===== src/tx_framer_pkg.sv =====
package tx_framer_pkg;

  // ----------------------------------------------------------------
  // Register map (byte offsets on the 8-bit register port)
  // ----------------------------------------------------------------
  localparam logic [7:0] CHAN_MON_ADDR = 8'h05;
  localparam logic [7:0] FRAMER_CTRL_ADDR = 8'hc2;
  localparam logic [7:0] SPACE_LOW_MARK_ADDR = 8'hc3;
  localparam logic [7:0] SPACE_HIGH_MARK_ADDR = 8'hc4;
  localparam logic [7:0] SENT_BYTE_B0_ADDR = 8'hc5;
  localparam logic [7:0] SENT_BYTE_B1_ADDR = 8'hc6;
  localparam logic [7:0] SENT_BYTE_B2_ADDR = 8'hc7;
  localparam logic [7:0] SENT_BYTE_B3_ADDR = 8'hc8;
  localparam logic [7:0] SENT_FRAME_B0_ADDR = 8'hc9;

  // ----------------------------------------------------------------
  // Field positions and reset values
  // ----------------------------------------------------------------
  localparam int GAP_CODE_LSB = 4;
  localparam int START_LEVEL_LSB = 0;
  localparam int SNAPSHOT_BIT = 0;
  localparam logic [7:0] FRAMER_CTRL_RESET = 8'h24;
  localparam logic [7:0] SPACE_LOW_MARK_RESET = 8'h40;
  localparam logic [7:0] SPACE_HIGH_MARK_RESET = 8'hf8;

  // ----------------------------------------------------------------
  // Timing and sizes
  // ----------------------------------------------------------------
  localparam int FIFO_BYTES = 256;
  localparam int START_LEVEL_STEP = 16;
  localparam int SNAPSHOT_VALID_CYCLES = 3;
  localparam logic [16:0] LONG_PACKET_BYTES = 17'h10000;
  localparam logic [7:0] FLAG_CHAR = 8'h7e;

  // Byte of packet data with its frame marks
  typedef struct packed {
    logic sop;
    logic eop;
    logic abort;
    logic [7:0] data;
  } pkt_byte_s;

  // Register port request
  typedef struct packed {
    logic wr;
    logic rd;
    logic [7:0] addr;
    logic [7:0] wdata;
  } reg_req_s;

endpackage


===== src/tx_packet_framer.sv =====
// Chosen here: strobed register access.
`timescale 1ns/1ps
// Overview of operation
// - Flags between frames counted by four-bit gap code in the control register.
// - Gap flag count is two to the gap code, one up to 32768, plus at least one flag in the start wait.
// - Next frame starts on a whole packet or level above start field times 16.
// - Space-available goes high when FIFO level is below low mark.
// - Space-available goes low above high mark; holds between the marks.
// - 32-bit count of sent bytes, aborted frames excluded.
// - Byte-count write snapshots and restarts counter at the amount counted that cycle, or zero.
// - Snapshot values valid within three clock cycles of the write.
// - Snapshot bit in channel monitor register triggers same transfer.
// - Counters saturate; software snapshots about once a second.
// - Packets of 64k bytes or more do not advance the byte count.
// - 24-bit frame count, aborted frames excluded, low byte readable.
module tx_packet_framer #(
  parameter int FIFO_DEPTH = tx_framer_pkg::FIFO_BYTES
) (
  input wire logic clk_sys,
  input wire logic rst_n,
  // Register port
  input wire logic [7:0] regAddr,
  input wire logic [7:0] regWdata,
  input wire logic regWr,
  input wire logic regRd,
  output logic [7:0] regRdata,
  // Packet writer side
  input wire logic pktValid,
  output logic pktReady,
  input wire logic pktSop,
  input wire logic pktEop,
  input wire logic pktAbort,
  input wire logic [7:0] pktData,
  output logic packet_space_avail,
  // Line side, one byte per enabled cycle
  input wire logic lineReady,
  output logic lineValid,
  output logic [7:0] lineData,
  output logic lineFlag
);

  // ----------------------------------------------------------------
  // Declarations
  // ----------------------------------------------------------------
  localparam int LW = $clog2(FIFO_DEPTH) + 1;
  typedef enum logic [1:0] {ST_GAP, ST_WAIT, ST_DATA} tx_state_e;

  tx_framer_pkg::reg_req_s req;
  tx_framer_pkg::pkt_byte_s inByte;
  tx_framer_pkg::pkt_byte_s outByte;
  tx_state_e state;
  logic [7:0] ctrl;
  logic [7:0] space_low_mark;
  logic [7:0] space_high_mark;
  logic [LW-1:0] level;
  logic outValid;
  logic outReady;
  logic [15:0] gapLeft;
  logic [LW-1:0] eopStored;
  logic eopIn;
  logic eopOut;
  logic [16:0] pktLen;
  logic [31:0] frameBytes;
  logic frameDone;
  logic snapshot;
  logic [31:0] byteSnap;
  logic [23:0] frameSnap;
  logic [3:0] gapCode;
  logic [3:0] startLevel;

  assign req = '{wr: regWr, rd: regRd, addr: regAddr, wdata: regWdata};
  assign inByte = '{sop: pktSop, eop: pktEop, abort: pktAbort, data: pktData};
  assign gapCode = ctrl[tx_framer_pkg::GAP_CODE_LSB +: 4];
  assign startLevel = ctrl[tx_framer_pkg::START_LEVEL_LSB +: 4];

  // ----------------------------------------------------------------
  // Transmit FIFO
  // ----------------------------------------------------------------
  // No flush source lives in this block, so the FIFO is never emptied early
  pkt_fifo #(
    .WIDTH($bits(tx_framer_pkg::pkt_byte_s)),
    .DEPTH(FIFO_DEPTH)
  ) u_fifo (
    .clk_sys(clk_sys),
    .rst_n(rst_n),
    .flush(1'b0),
    .inValid(pktValid),
    .inReady(pktReady),
    .inData(inByte),
    .outValid(outValid),
    .outReady(outReady),
    .outData(outByte),
    .level(level)
  );

  // Whole packets buffered, so the start test can see a complete one
  assign eopIn = pktValid && pktReady && pktEop;
  assign eopOut = outValid && outReady && outByte.eop;
  // Sized like the level: a FIFO full of one-byte packets holds DEPTH ends
  always_ff @(posedge clk_sys or negedge rst_n) begin
    if (!rst_n) begin
      eopStored <= '0;
    end else begin
      eopStored <= eopStored + LW'(eopIn) - LW'(eopOut);
    end
  end

  // ----------------------------------------------------------------
  // Register writes
  // ----------------------------------------------------------------
  always_ff @(posedge clk_sys or negedge rst_n) begin
    if (!rst_n) begin
      ctrl <= tx_framer_pkg::FRAMER_CTRL_RESET;
      space_low_mark <= tx_framer_pkg::SPACE_LOW_MARK_RESET;
      space_high_mark <= tx_framer_pkg::SPACE_HIGH_MARK_RESET;
    end else if (req.wr) begin
      // Marks are stored whole; keeping them in range is left to software
      if (req.addr == tx_framer_pkg::FRAMER_CTRL_ADDR) begin
        ctrl <= req.wdata;
      end else if (req.addr == tx_framer_pkg::SPACE_LOW_MARK_ADDR) begin
        space_low_mark <= req.wdata;
      end else if (req.addr == tx_framer_pkg::SPACE_HIGH_MARK_ADDR) begin
        space_high_mark <= req.wdata;
      end
    end
  end

  // Combinational, so both counters copy in the very cycle of the write
  // Any write to a byte-count or frame-count register, or the monitor snapshot bit
  always_comb begin
    snapshot = 1'b0;
    if (req.wr && req.addr >= tx_framer_pkg::SENT_BYTE_B0_ADDR &&
        req.addr <= tx_framer_pkg::SENT_BYTE_B3_ADDR) begin
      snapshot = 1'b1;
    end else if (req.wr && req.addr == tx_framer_pkg::SENT_FRAME_B0_ADDR) begin
      snapshot = 1'b1;
    end else if (req.wr && req.addr == tx_framer_pkg::CHAN_MON_ADDR &&
                 req.wdata[tx_framer_pkg::SNAPSHOT_BIT]) begin
      snapshot = 1'b1;
    end
  end

  // ----------------------------------------------------------------
  // Register reads, data one cycle after the strobe
  // ----------------------------------------------------------------
  always_ff @(posedge clk_sys or negedge rst_n) begin
    if (!rst_n) begin
      regRdata <= '0;
    end else if (req.rd) begin
      // Counters are readable only as snapshot copies, so the four bytes always agree
      if (req.addr == tx_framer_pkg::FRAMER_CTRL_ADDR) begin
        regRdata <= ctrl;
      end else if (req.addr == tx_framer_pkg::SPACE_LOW_MARK_ADDR) begin
        regRdata <= space_low_mark;
      end else if (req.addr == tx_framer_pkg::SPACE_HIGH_MARK_ADDR) begin
        regRdata <= space_high_mark;
      end else if (req.addr == tx_framer_pkg::SENT_BYTE_B0_ADDR) begin
        regRdata <= byteSnap[7:0];
      end else if (req.addr == tx_framer_pkg::SENT_BYTE_B1_ADDR) begin
        regRdata <= byteSnap[15:8];
      end else if (req.addr == tx_framer_pkg::SENT_BYTE_B2_ADDR) begin
        regRdata <= byteSnap[23:16];
      end else if (req.addr == tx_framer_pkg::SENT_BYTE_B3_ADDR) begin
        regRdata <= byteSnap[31:24];
      end else if (req.addr == tx_framer_pkg::SENT_FRAME_B0_ADDR) begin
        regRdata <= frameSnap[7:0];
      end else begin
        regRdata <= '0; // Unmapped reads as zero
      end
    end
  end

  // ----------------------------------------------------------------
  // Space-available with hysteresis
  // ----------------------------------------------------------------
  // Marks compare against the byte level; between them the output holds
  // Registered: the writer sees a change one cycle after the level moves
  always_ff @(posedge clk_sys or negedge rst_n) begin
    if (!rst_n) begin
      packet_space_avail <= 1'b1;
    end else if (level < LW'(space_low_mark)) begin
      packet_space_avail <= 1'b1;
    end else if (level > LW'(space_high_mark)) begin
      packet_space_avail <= 1'b0;
    end
  end

  // ----------------------------------------------------------------
  // Transmit sequencer: gap flags, start wait, packet data
  // ----------------------------------------------------------------
  assign outReady = (state == ST_DATA) && lineReady;
  assign frameDone = eopOut;

  // Gap length is loaded as 2**code minus one, counted down per flag
  // The gap is a minimum: the start wait after it also idles in flags,
  // so a frame follows at least one flag later than the code asks for
  always_ff @(posedge clk_sys or negedge rst_n) begin
    if (!rst_n) begin
      state <= ST_GAP;
      gapLeft <= '0;
    end else begin
      case (state)
        ST_GAP: begin
          if (lineReady) begin
            if (gapLeft == '0) begin
              state <= ST_WAIT;
            end else begin
              gapLeft <= gapLeft - 1'b1;
            end
          end
        end
        ST_WAIT: begin
          // Threshold avoids underrun inside long packets
          if (eopStored != '0 ||
              level > LW'(startLevel) * LW'(tx_framer_pkg::START_LEVEL_STEP)) begin
            state <= ST_DATA;
          end
        end
        default: begin
          // Data: leave as the end-of-packet byte is taken
          if (frameDone) begin
            state <= ST_GAP;
            gapLeft <= 16'((17'h1 << gapCode) - 17'h1);
          end
        end
      endcase
    end
  end

  // Line output: flags outside data, FIFO bytes inside
  always_ff @(posedge clk_sys or negedge rst_n) begin
    if (!rst_n) begin
      lineValid <= 1'b0;
      lineData <= tx_framer_pkg::FLAG_CHAR;
      lineFlag <= 1'b1;
    end else if (outReady && outValid) begin
      lineValid <= 1'b1;
      lineData <= outByte.data;
      lineFlag <= 1'b0;
    end else if (state == ST_DATA) begin
      // Underrun inside a frame: send nothing, a flag here would end the frame
      lineValid <= 1'b0;
      lineData <= tx_framer_pkg::FLAG_CHAR;
      lineFlag <= 1'b1;
    end else begin
      // Gap and start wait both idle the line with flags
      lineValid <= lineReady;
      lineData <= tx_framer_pkg::FLAG_CHAR;
      lineFlag <= 1'b1;
    end
  end

  // ----------------------------------------------------------------
  // Frame byte tally, credited at the end of a good frame
  // ----------------------------------------------------------------
  always_ff @(posedge clk_sys or negedge rst_n) begin
    if (!rst_n) begin
      pktLen <= '0;
    end else if (outValid && outReady) begin
      if (outByte.eop) begin
        pktLen <= '0;
      end else if (!pktLen[16]) begin
        pktLen <= pktLen + 1'b1; // Sticks once the length reaches 64k
      end
    end
  end

  // Oversize or aborted frames add nothing
  // Crediting at the end needs no undo path when a frame is cut
  always_comb begin
    frameBytes = 32'(pktLen) + 32'h1;
    if (outByte.abort || frameBytes >= 32'(tx_framer_pkg::LONG_PACKET_BYTES)) begin
      frameBytes = '0;
    end
  end

  // One snapshot strobe serves both counters, so they cover one interval
  snap_counter #(
    .WIDTH(32)
  ) u_byte_count (
    .clk_sys(clk_sys),
    .rst_n(rst_n),
    .countEvent(frameDone && frameBytes != '0),
    .countAmount(frameBytes),
    .snapshot(snapshot),
    .snapValue(byteSnap)
  );

  // Frame count: only its low byte is mapped here
  snap_counter #(
    .WIDTH(24)
  ) u_frame_count (
    .clk_sys(clk_sys),
    .rst_n(rst_n),
    .countEvent(frameDone && !outByte.abort),
    .countAmount(24'h1),
    .snapshot(snapshot),
    .snapValue(frameSnap)
  );

endmodule // tx_packet_framer


===== src/pkt_fifo.sv =====
`timescale 1ns/1ps
module pkt_fifo #(
  parameter int WIDTH = 11,
  parameter int DEPTH = 256
) (
  input wire logic clk_sys,
  input wire logic rst_n,
  input wire logic flush,
  input wire logic inValid,
  output logic inReady,
  input wire logic [WIDTH-1:0] inData,
  output logic outValid,
  input wire logic outReady,
  output logic [WIDTH-1:0] outData,
  output logic [$clog2(DEPTH):0] level
);
  localparam int AW = $clog2(DEPTH);
  logic [WIDTH-1:0] mem [DEPTH];
  logic [AW-1:0] wrPtr;
  logic [AW-1:0] rdPtr;
  logic doWrite;
  logic doRead;

  // Flush blocks writes so a reset FIFO stays empty
  assign inReady = (level != (AW+1)'(DEPTH)) && !flush;
  assign outValid = (level != '0);
  assign outData = mem[rdPtr];
  assign doWrite = inValid && inReady;
  assign doRead = outValid && outReady && !flush;

  // Storage is plain flops, no reset needed
  always_ff @(posedge clk_sys) begin
    if (doWrite) begin
      mem[wrPtr] <= inData;
    end
  end

  // Pointers and fill level
  always_ff @(posedge clk_sys or negedge rst_n) begin
    if (!rst_n) begin
      wrPtr <= '0;
      rdPtr <= '0;
      level <= '0;
    end else if (flush) begin
      wrPtr <= '0;
      rdPtr <= '0;
      level <= '0;
    end else begin
      if (doWrite) begin
        wrPtr <= wrPtr + 1'b1;
      end
      if (doRead) begin
        rdPtr <= rdPtr + 1'b1;
      end
      level <= level + (AW+1)'(doWrite) - (AW+1)'(doRead);
    end
  end
endmodule // pkt_fifo


===== src/snap_counter.sv =====
`timescale 1ns/1ps
module snap_counter #(
  parameter int WIDTH = 32
) (
  input wire logic clk_sys,
  input wire logic rst_n,
  input wire logic countEvent,
  input wire logic [WIDTH-1:0] countAmount,
  input wire logic snapshot,
  output logic [WIDTH-1:0] snapValue
);
  logic [WIDTH-1:0] live;
  logic [WIDTH:0] sum;

  // Saturating add; sticks at all ones rather than wrapping
  assign sum = {1'b0, live} + {1'b0, countAmount};

  // Live counter restarts at the amount just counted on a snapshot
  always_ff @(posedge clk_sys or negedge rst_n) begin
    if (!rst_n) begin
      live <= '0;
    end else if (snapshot) begin
      live <= countEvent ? countAmount : '0;
    end else if (countEvent) begin
      live <= sum[WIDTH] ? '1 : sum[WIDTH-1:0];
    end
  end

  // Snapshot copy, valid one cycle after the write
  always_ff @(posedge clk_sys or negedge rst_n) begin
    if (!rst_n) begin
      snapValue <= '0;
    end else if (snapshot) begin
      snapValue <= live;
    end
  end
endmodule // snap_counter


===== config.mk =====
export PLATFORM = sky130hd
export DESIGN_NAME = tx_packet_framer
export DESIGN_NICKNAME = d
export VERILOG_FILES = /design/src/tx_framer_pkg.sv /design/src/tx_packet_framer.sv /design/src/pkt_fifo.sv /design/src/snap_counter.sv
export SDC_FILE = /design/constraint.sdc
export NUM_CORES = 2
export LEC_CHECK = 0
export BUFFER_PORTS_ARGS = -buffer_cell sky130_fd_sc_hd__buf_2
export CORE_ASPECT_RATIO = 1.75
export CORE_UTILIZATION = 40
export DETAILED_ROUTE_END_ITERATION = 7
export GPL_TIMING_DRIVEN = 0
export PLACE_DENSITY = 0.62
export SYNTH_ARGS = -nofsm -noshare
export SYNTH_HDL_FRONTEND = slang
export SYNTH_SLANG_ARGS = --single-unit

===== constraint.sdc =====
create_clock -name clk_sys -period 8.4 [get_ports clk_sys]
set_clock_uncertainty 0.2 [all_clocks]
set_input_delay 0.84 -clock clk_sys [delete_from_list [all_inputs] [get_ports clk_sys]]
set_output_delay 0.84 -clock clk_sys [all_outputs]
set_load 0.02 [all_outputs]

## Word level (Yosys, flattened, before mapping)

Memory sizes are Yosys's and may differ from the RTL's.
Cells that the tools add are included.

- Memories kept: 1
- Bits of input ports: 33
- Bits in writable memories: 2816
- Word-level logic and storage cells: 130
- Flip-flop bits (word level): 208

- Shift operators: 1
- Bitwise operators: 3
- $add $sub $neg: 12
- Equality and inequality tests: 17
- Muxes and demuxes: 39
- Reductions and logical operators: 31
- Magnitude comparators: 6

Memories:

| memory | depth | width | rd ports | clocked after Yosys merged registers in | write ports | line | source |
|---|---|---|---|---|---|---|---|
| u_fifo.mem | 256 | 11 | 1 | 0 | 1 | pkt_fifo.sv:18 | `logic [WIDTH-1:0] mem [DEPTH];` |

Operators with widths:

| kind | number |
|---|---|
| $mux W32 | 5 |
| $mux W24 | 3 |
| $mux W8 | 9 |
| $eq A8 B8 Y1 const B | 8 |
| $mux W16 | 3 |
| $mux W17 | 2 |
| $add A32 B32 Y33 | 1 |
| $pmux W16 S2 | 1 |
| $reduce_bool A32 Y1 | 1 |
| $sub A16 B1 Y16 const B | 2 |
| $add A24 B1 Y25 const B | 1 |
| $add A17 B1 Y18 const B | 1 |
| $add A9 B1 Y9 | 2 |
| $ge A18 B17 Y1 const B | 1 |
| $gt A9 B8 Y1 | 2 |
| $reduce_bool A9 Y1 | 2 |
| $sub A9 B1 Y9 | 2 |
| $add A17 B1 Y17 const B | 1 |
| $add A8 B1 Y8 const B | 2 |
| $logic_not A16 Y1 | 1 |
| $shl A1 B4 Y16 const A | 1 |
| $logic_and A1 B1 Y1 | 12 |
| $reduce_and A4 Y1 | 3 |
| $mux W1 | 11 |
| 18 further kinds | 32 |

## Depth between registers and ports, before layout

- Word-level depth: 9
- Depth in mapped cells: 28
- Gate-level depth less buffers: 23

## Hierarchy

From an unflattened synthesis, not the netlist that was laid out.

- Cell total of the unflattened synthesis: 6441
- Area, all modules: 122685.2 µm²

Modules (own cells, without submodules):

| module | seq. area each (µm²) | area each (µm²) | cells each | instances |
|---|---|---|---|---|
| pkt_fifo | 85186.7 | 109064.6 | 4931 | 1 |
| tx_packet_framer | 2197.1 | 6162.2 | 744 | 1 |
| snap_counter (u_byte_count) | 1601.5 | 4367.9 | 460 | 1 |
| snap_counter (u_frame_count) | 1201.2 | 3090.5 | 306 | 1 |

## Least setup slack after synthesis

No wires, ideal clock.

- Path kind: register to register
- From: reg u_fifo.rdPtr[0]
- To: reg u_byte_count.live[3]
- Data required time: 8060 ps
- Arrival time: 5343 ps
- Buffers on the path: 7
- Path slack: 2718 ps
- Stages on the path, launching flop included: 25
- Library setup time: 140 ps
- Cells stage by stage: dfrtp_1 -> buf_6 -> buf_6 -> buf_8 -> buf_6 -> nor2b_1 -> a22o_1 -> a2111oi_0 -> a31oi_1 -> a311o_1 -> nand3_1 -> a21o_1 -> clkbuf_1 -> buf_1 -> nor2_1 -> ha_1 -> clkbuf_1 -> a2111oi_0 -> o41ai_1 -> a31oi_1 -> o21bai_1 -> nor2_1 -> o21ai_2 -> a2111oi_0 -> o221ai_1

- Word-level cells in the longest chain between the ends: 7
- Elaborated cells between the ends (all ways): 12
- Classes of those cells: 1 x add/sub; 5 x mux; 5 x reduce/logical; 1 x memory

Ends and longest elaborated chain:

| element | line | source |
|---|---|---|
| start, declared | pkt_fifo.sv:20 | `logic [AW-1:0] rdPtr;` |
| start signal, assigned | pkt_fifo.sv:53 | `rdPtr <= rdPtr + 1'b1;` |
| $mem_v2 Z256 W11 (*) | - |  |
| $logic_or A1 B1 Y1 | tx_packet_framer.sv:272 | `if (outByte.abort \|\| frameBytes >= 32'(tx_framer_pkg::LONG_PACKET_BYTES)) begin` |
| $mux W32 | tx_packet_framer.sv:272 |  |
| $add A32 B32 Y33 / $reduce_bool A32 Y1 (equally long branches) | snap_counter.sv:16, tx_packet_framer.sv:283 |  |
| $mux W32 / $logic_and A1 B1 Y1 (equally long branches) | snap_counter.sv:25, tx_packet_framer.sv:283 |  |
| $mux W32 (on tied branches) | snap_counter.sv:24, snap_counter.sv:23 |  |
| $mux W32 | snap_counter.sv:22 | `end else if (snapshot) begin` |
| end signal, assigned | snap_counter.sv:23 | `live <= countEvent ? countAmount : '0;` |
| end signal, assigned | snap_counter.sv:25 | `live <= sum[WIDTH] ? '1 : sum[WIDTH-1:0];` |
| end, declared | snap_counter.sv:12 | `logic [WIDTH-1:0] live;` |

Mark *: on every way between the ends. The rest lies on a longest branch, timed or not. The select of a mux whose other input is x is not followed.
A chain may end at the register's enable or synchronous reset.

## Worst setup path after layout

- From: reg u_fifo.rdPtr[2]
- To: reg u_byte_count.live[12]

Same word-level chain as after synthesis.

==> impl_metrics.toml <==
[critical_path]
slowest_delay_ns = 1.22
critical_path.cell_chain = "buf_2 -> clkbuf_1 -> nor2_1 -> nand3_1 -> a311oi_1 -> nor2_1 -> nand3_2 -> a21o_1 -> clkbuf_2 -> buf_2 -> nor2_1 -> ha_1 -> clkbuf_1 -> a21oi_1 -> nor2_1 -> nand4_1 -> a2111oi_2 -> nor2_1 -> o211ai_1 -> buf_4 -> buf_2 -> o211ai_1 -> o211ai_1"
crit_type = "flop to flop"
reg2reg_depth = 23
arrival_ns = 9.05
cp_max_fo = 10
rr_endpoint = "u_byte_count.live[12]"
rrSetupSlack_ns = -0.05
crit_top_cell = "nor2_1"
critPathRequiredTime_ns = 9.00
crit_buf_inv = 7
cp-end-kind = "flop"
critPathTopFamily = "simple AND/OR/NAND/NOR gates"
cp_slowest_cell = "nor2_1"
startpoint_type = "flop"
reg2reg_from = "u_fifo.rdPtr[2]"

[detailed_routing]
dr.pass1.iters = 8
dr_wl_met2_um = 189000
via_per_inst = 6.13
wl_per_cell_um = 38.2
totalWireLength_um = 369000
top_layer = "met5"
drt_iter0_drc = 8337
drc = 1
vias = 59100
ant_nets = 0
wl_met1_um = 113000
met3WireLength_um = 28300

[clock_network]
htree_num_levels = 4
tritoncts = "built"
clock_latency_ns = 0.93
clk_path_buf_depth = 4
cts_made_buffers = 234
path_clk_slew_ns = 0.07
cts_sinks = 2768
root_buffer = "clkbuf_16"

[power]
irDropWorstVdd_mv = 0.243
p_leak_nw = 39.9
p_total_mw = 41.0
power.density_nw_per_um2 = 329

[logic_synthesis]
ys.warnings.count = 0
avgSynthCellArea_um2 = 20.1
postSynthCellCount = 5513
synthFlopType = "edfxtp_1"
yosys_register_bits = 2768
syn_area_um2 = 111000
async_flop_share_pct = 7.51
ys_seq_area_share_pct = 74.0
yosys.cell_types.count = 82
synth_edf_count = 2560

[min_path]
holdPathEnd = "space_high_mark[6]"
hold_depth = 3
hp-class = "input port to flop"
holdCritStartpoint = "regWdata[6]"

[layout]
syn_to_final_growth_pct = 12.3
fillers = 23200
nNetsFinal = 5950
drive_gt1_share_pct = 24.8

[floorplan]
die_x_um = 400
rows = 255
initial_core_util_pct = 40.2
die_area_um2 = 280000
dieHeight_um = 699
core_um2 = 276000
io_pins = 53

[timing]
tightestPinTransition_ns = 1.66
slew_viol_final = 90
fmax_ghz = 0.118
timing.final.crit_share_pct = 101
hold_viol_final = 0
setup_slack_ns = -0.0494
min_period_ns = 8.45
max_slew_margin_pct = -10.9
setup_viol = 3

[grt]
grt_pass1_vias = 59400
grt_antenna_before_repair = 22
grt_overflow = 0
groute.usage.overall_pct = 26.3
grt_max_degree = 162
grt_pass1_wl_um = 495000

[place]
post-place-ws_ns = -1.49
hpwl_um = 256000
gp_congestion = 1.00
io_buffer_count = 50

[status]
outcome = "finished with violations"
violations = "design-rule violations, max-capacitance violations, max-slew violations, negative setup slack"

[run]
drv_cap = 11
[sequential cells by signal, indices dropped and copies added, names as in the netlist, 9 cells and up]
register / count
u_byte_count.snapValue: 32
gapLeft: 16
u_frame_count.live: 24
eopStored: 9
pktLen: 17
u_fifo.level: 9
u_fifo.mem: 2560
u_byte_count.live: 32
[logic make-up (layout without fill, tap and decap cells)]
logic type	Yosys count	after routing	synth area share, %
compound gates	412	412	2.42
simple gates	914	914	3.64
xor+xnor	69	69	0.545
other cells	1	18	0.00338
fa+ha+maj	72	72	0.825
buf+inv	376	900	1.54
mux	901	901	17.0
flops	2768	2768	74.0
[tightest hold or removal path, cell delays in order]
cell and delay [ns]:
buf_2 0.14, nand2_1 0.06, o21ai_0 0.07
[per-stage QoR]
| step | TNS [ns] | hold WS (ns) | util, % | instances | cell area, um2 |
|---|---|---|---|---|---|
| after global routing | -0.0224 | 0.0298 | 45.2 | 9641 | 125000 |
| final | -0.0810 | 0.0387 | 45.2 | 9652 | 125000 |
| after global placement | -39.44 | 0.265 | 42.0 | 9162 | 116000 |
| after floorplan | 0 | 0.245 | - | 5514 | 111000 |
| after detailed placement | -41.38 | 0.263 | 42.3 | 9198 | 117000 |
| after CTS | 0 | 0.0118 | 45.2 | 9633 | 124000 |
[final cells by class]
cell class / instances / area [um2] / share of cell area, %
multi-input cells: 2370 / 27300 / 21.9
clock buffers: 280 / 6080 / 4.88
well taps: 3598 / 4500 / 3.61
inverters: 73 / 274 / 0.220
clock inverters: 149 / 1600 / 1.28
repair buffers: 96 / 1170 / 0.938
flip-flops and latches: 2768 / 82100 / 65.9
plain buffers: 302 / 1540 / 1.23
diodes: 16 / 40.0 / 0.0321
[timing repair]
action,4_1_cts,5_1_grt
setup buffers,2,0
endpoints found under the setup margin,32,32
pin swaps,1,0
endpoints found under the hold margin,94,0
gates resized for setup,27,12
hold buffers,4,0
[report_power, final]
| group | leakage [nW] | internal, mW | switching (mW) | total, mW |
|---|---|---|---|---|
| registers | 25.7 | 15.4 | 0.246 | 15.7 |
| clock network | 3.74 | 6.10 | 5.12 | 11.2 |
| logic | 10.5 | 5.04 | 9.03 | 14.1 |
[how the worst max path moves through the flow]
stage               startpoint                    end  slack [ns]  cells after the start
2_1_floorplan  u_fifo.rdPtr[0]   u_byte_count.live[3]        2.72                     24
3_3_place_gp   u_fifo.rdPtr[1]   u_byte_count.live[3]       -1.48                     24
3_5_place_dp   u_fifo.rdPtr[1]   u_byte_count.live[3]       -1.49                     24
4_1_cts        u_fifo.rdPtr[1]   u_byte_count.live[3]        0.01                     25
5_1_grt        u_fifo.rdPtr[2]  u_byte_count.live[12]       -0.02                     23
6_report       u_fifo.rdPtr[2]  u_byte_count.live[12]       -0.05                     23
[metal layers]
| layer | up-vias | track usage [%] |
|---|---|---|
| met4 | 10 | 22.6 |
| met1 | 31400 | 27.1 |
| met3 | 1106 | 4.97 |
| met2 | 3392 | 45.4 |
| met5 | - | 0 |
| li1 | 23200 | - |
[cell usage after synthesis (all sizes together), types with 41 or more instances]
cell type	n	area, um2
edfxtp	2560	76900
mux4	787	17700
nor2	372	1400
nand2	286	1080
dfrtp	192	4800
buf	175	956
clkbuf	128	480
o21ai	103	519
mux2i	95	951
a21oi	85	429
inv	73	274
ha	70	876
nand3	49	245
xnor2	41	359
[layout by cell type (no fill, tap or decap), types with 26 or more instances in the layout]
cell	instances
a21oi_1	83
and3_1	31
buf_2	145
buf_4	33
bufinv_16	30
clkbuf_1	137
clkbuf_16	235
clkbuf_2	33
clkinv_1	43
clkinv_2	46
dfrtp_1	192
edfxtp_1	2560
ha_1	70
inv_1	72
mux2i_1	91
mux4_2	787
nand2_1	285
nand2b_1	26
nand3_1	47
nor2_1	344
nor2_2	28
nor2b_1	29
o21ai_0	100
o22ai_1	27
xnor2_1	41
xor2_1	28
(Power assumes the default switching activity.)
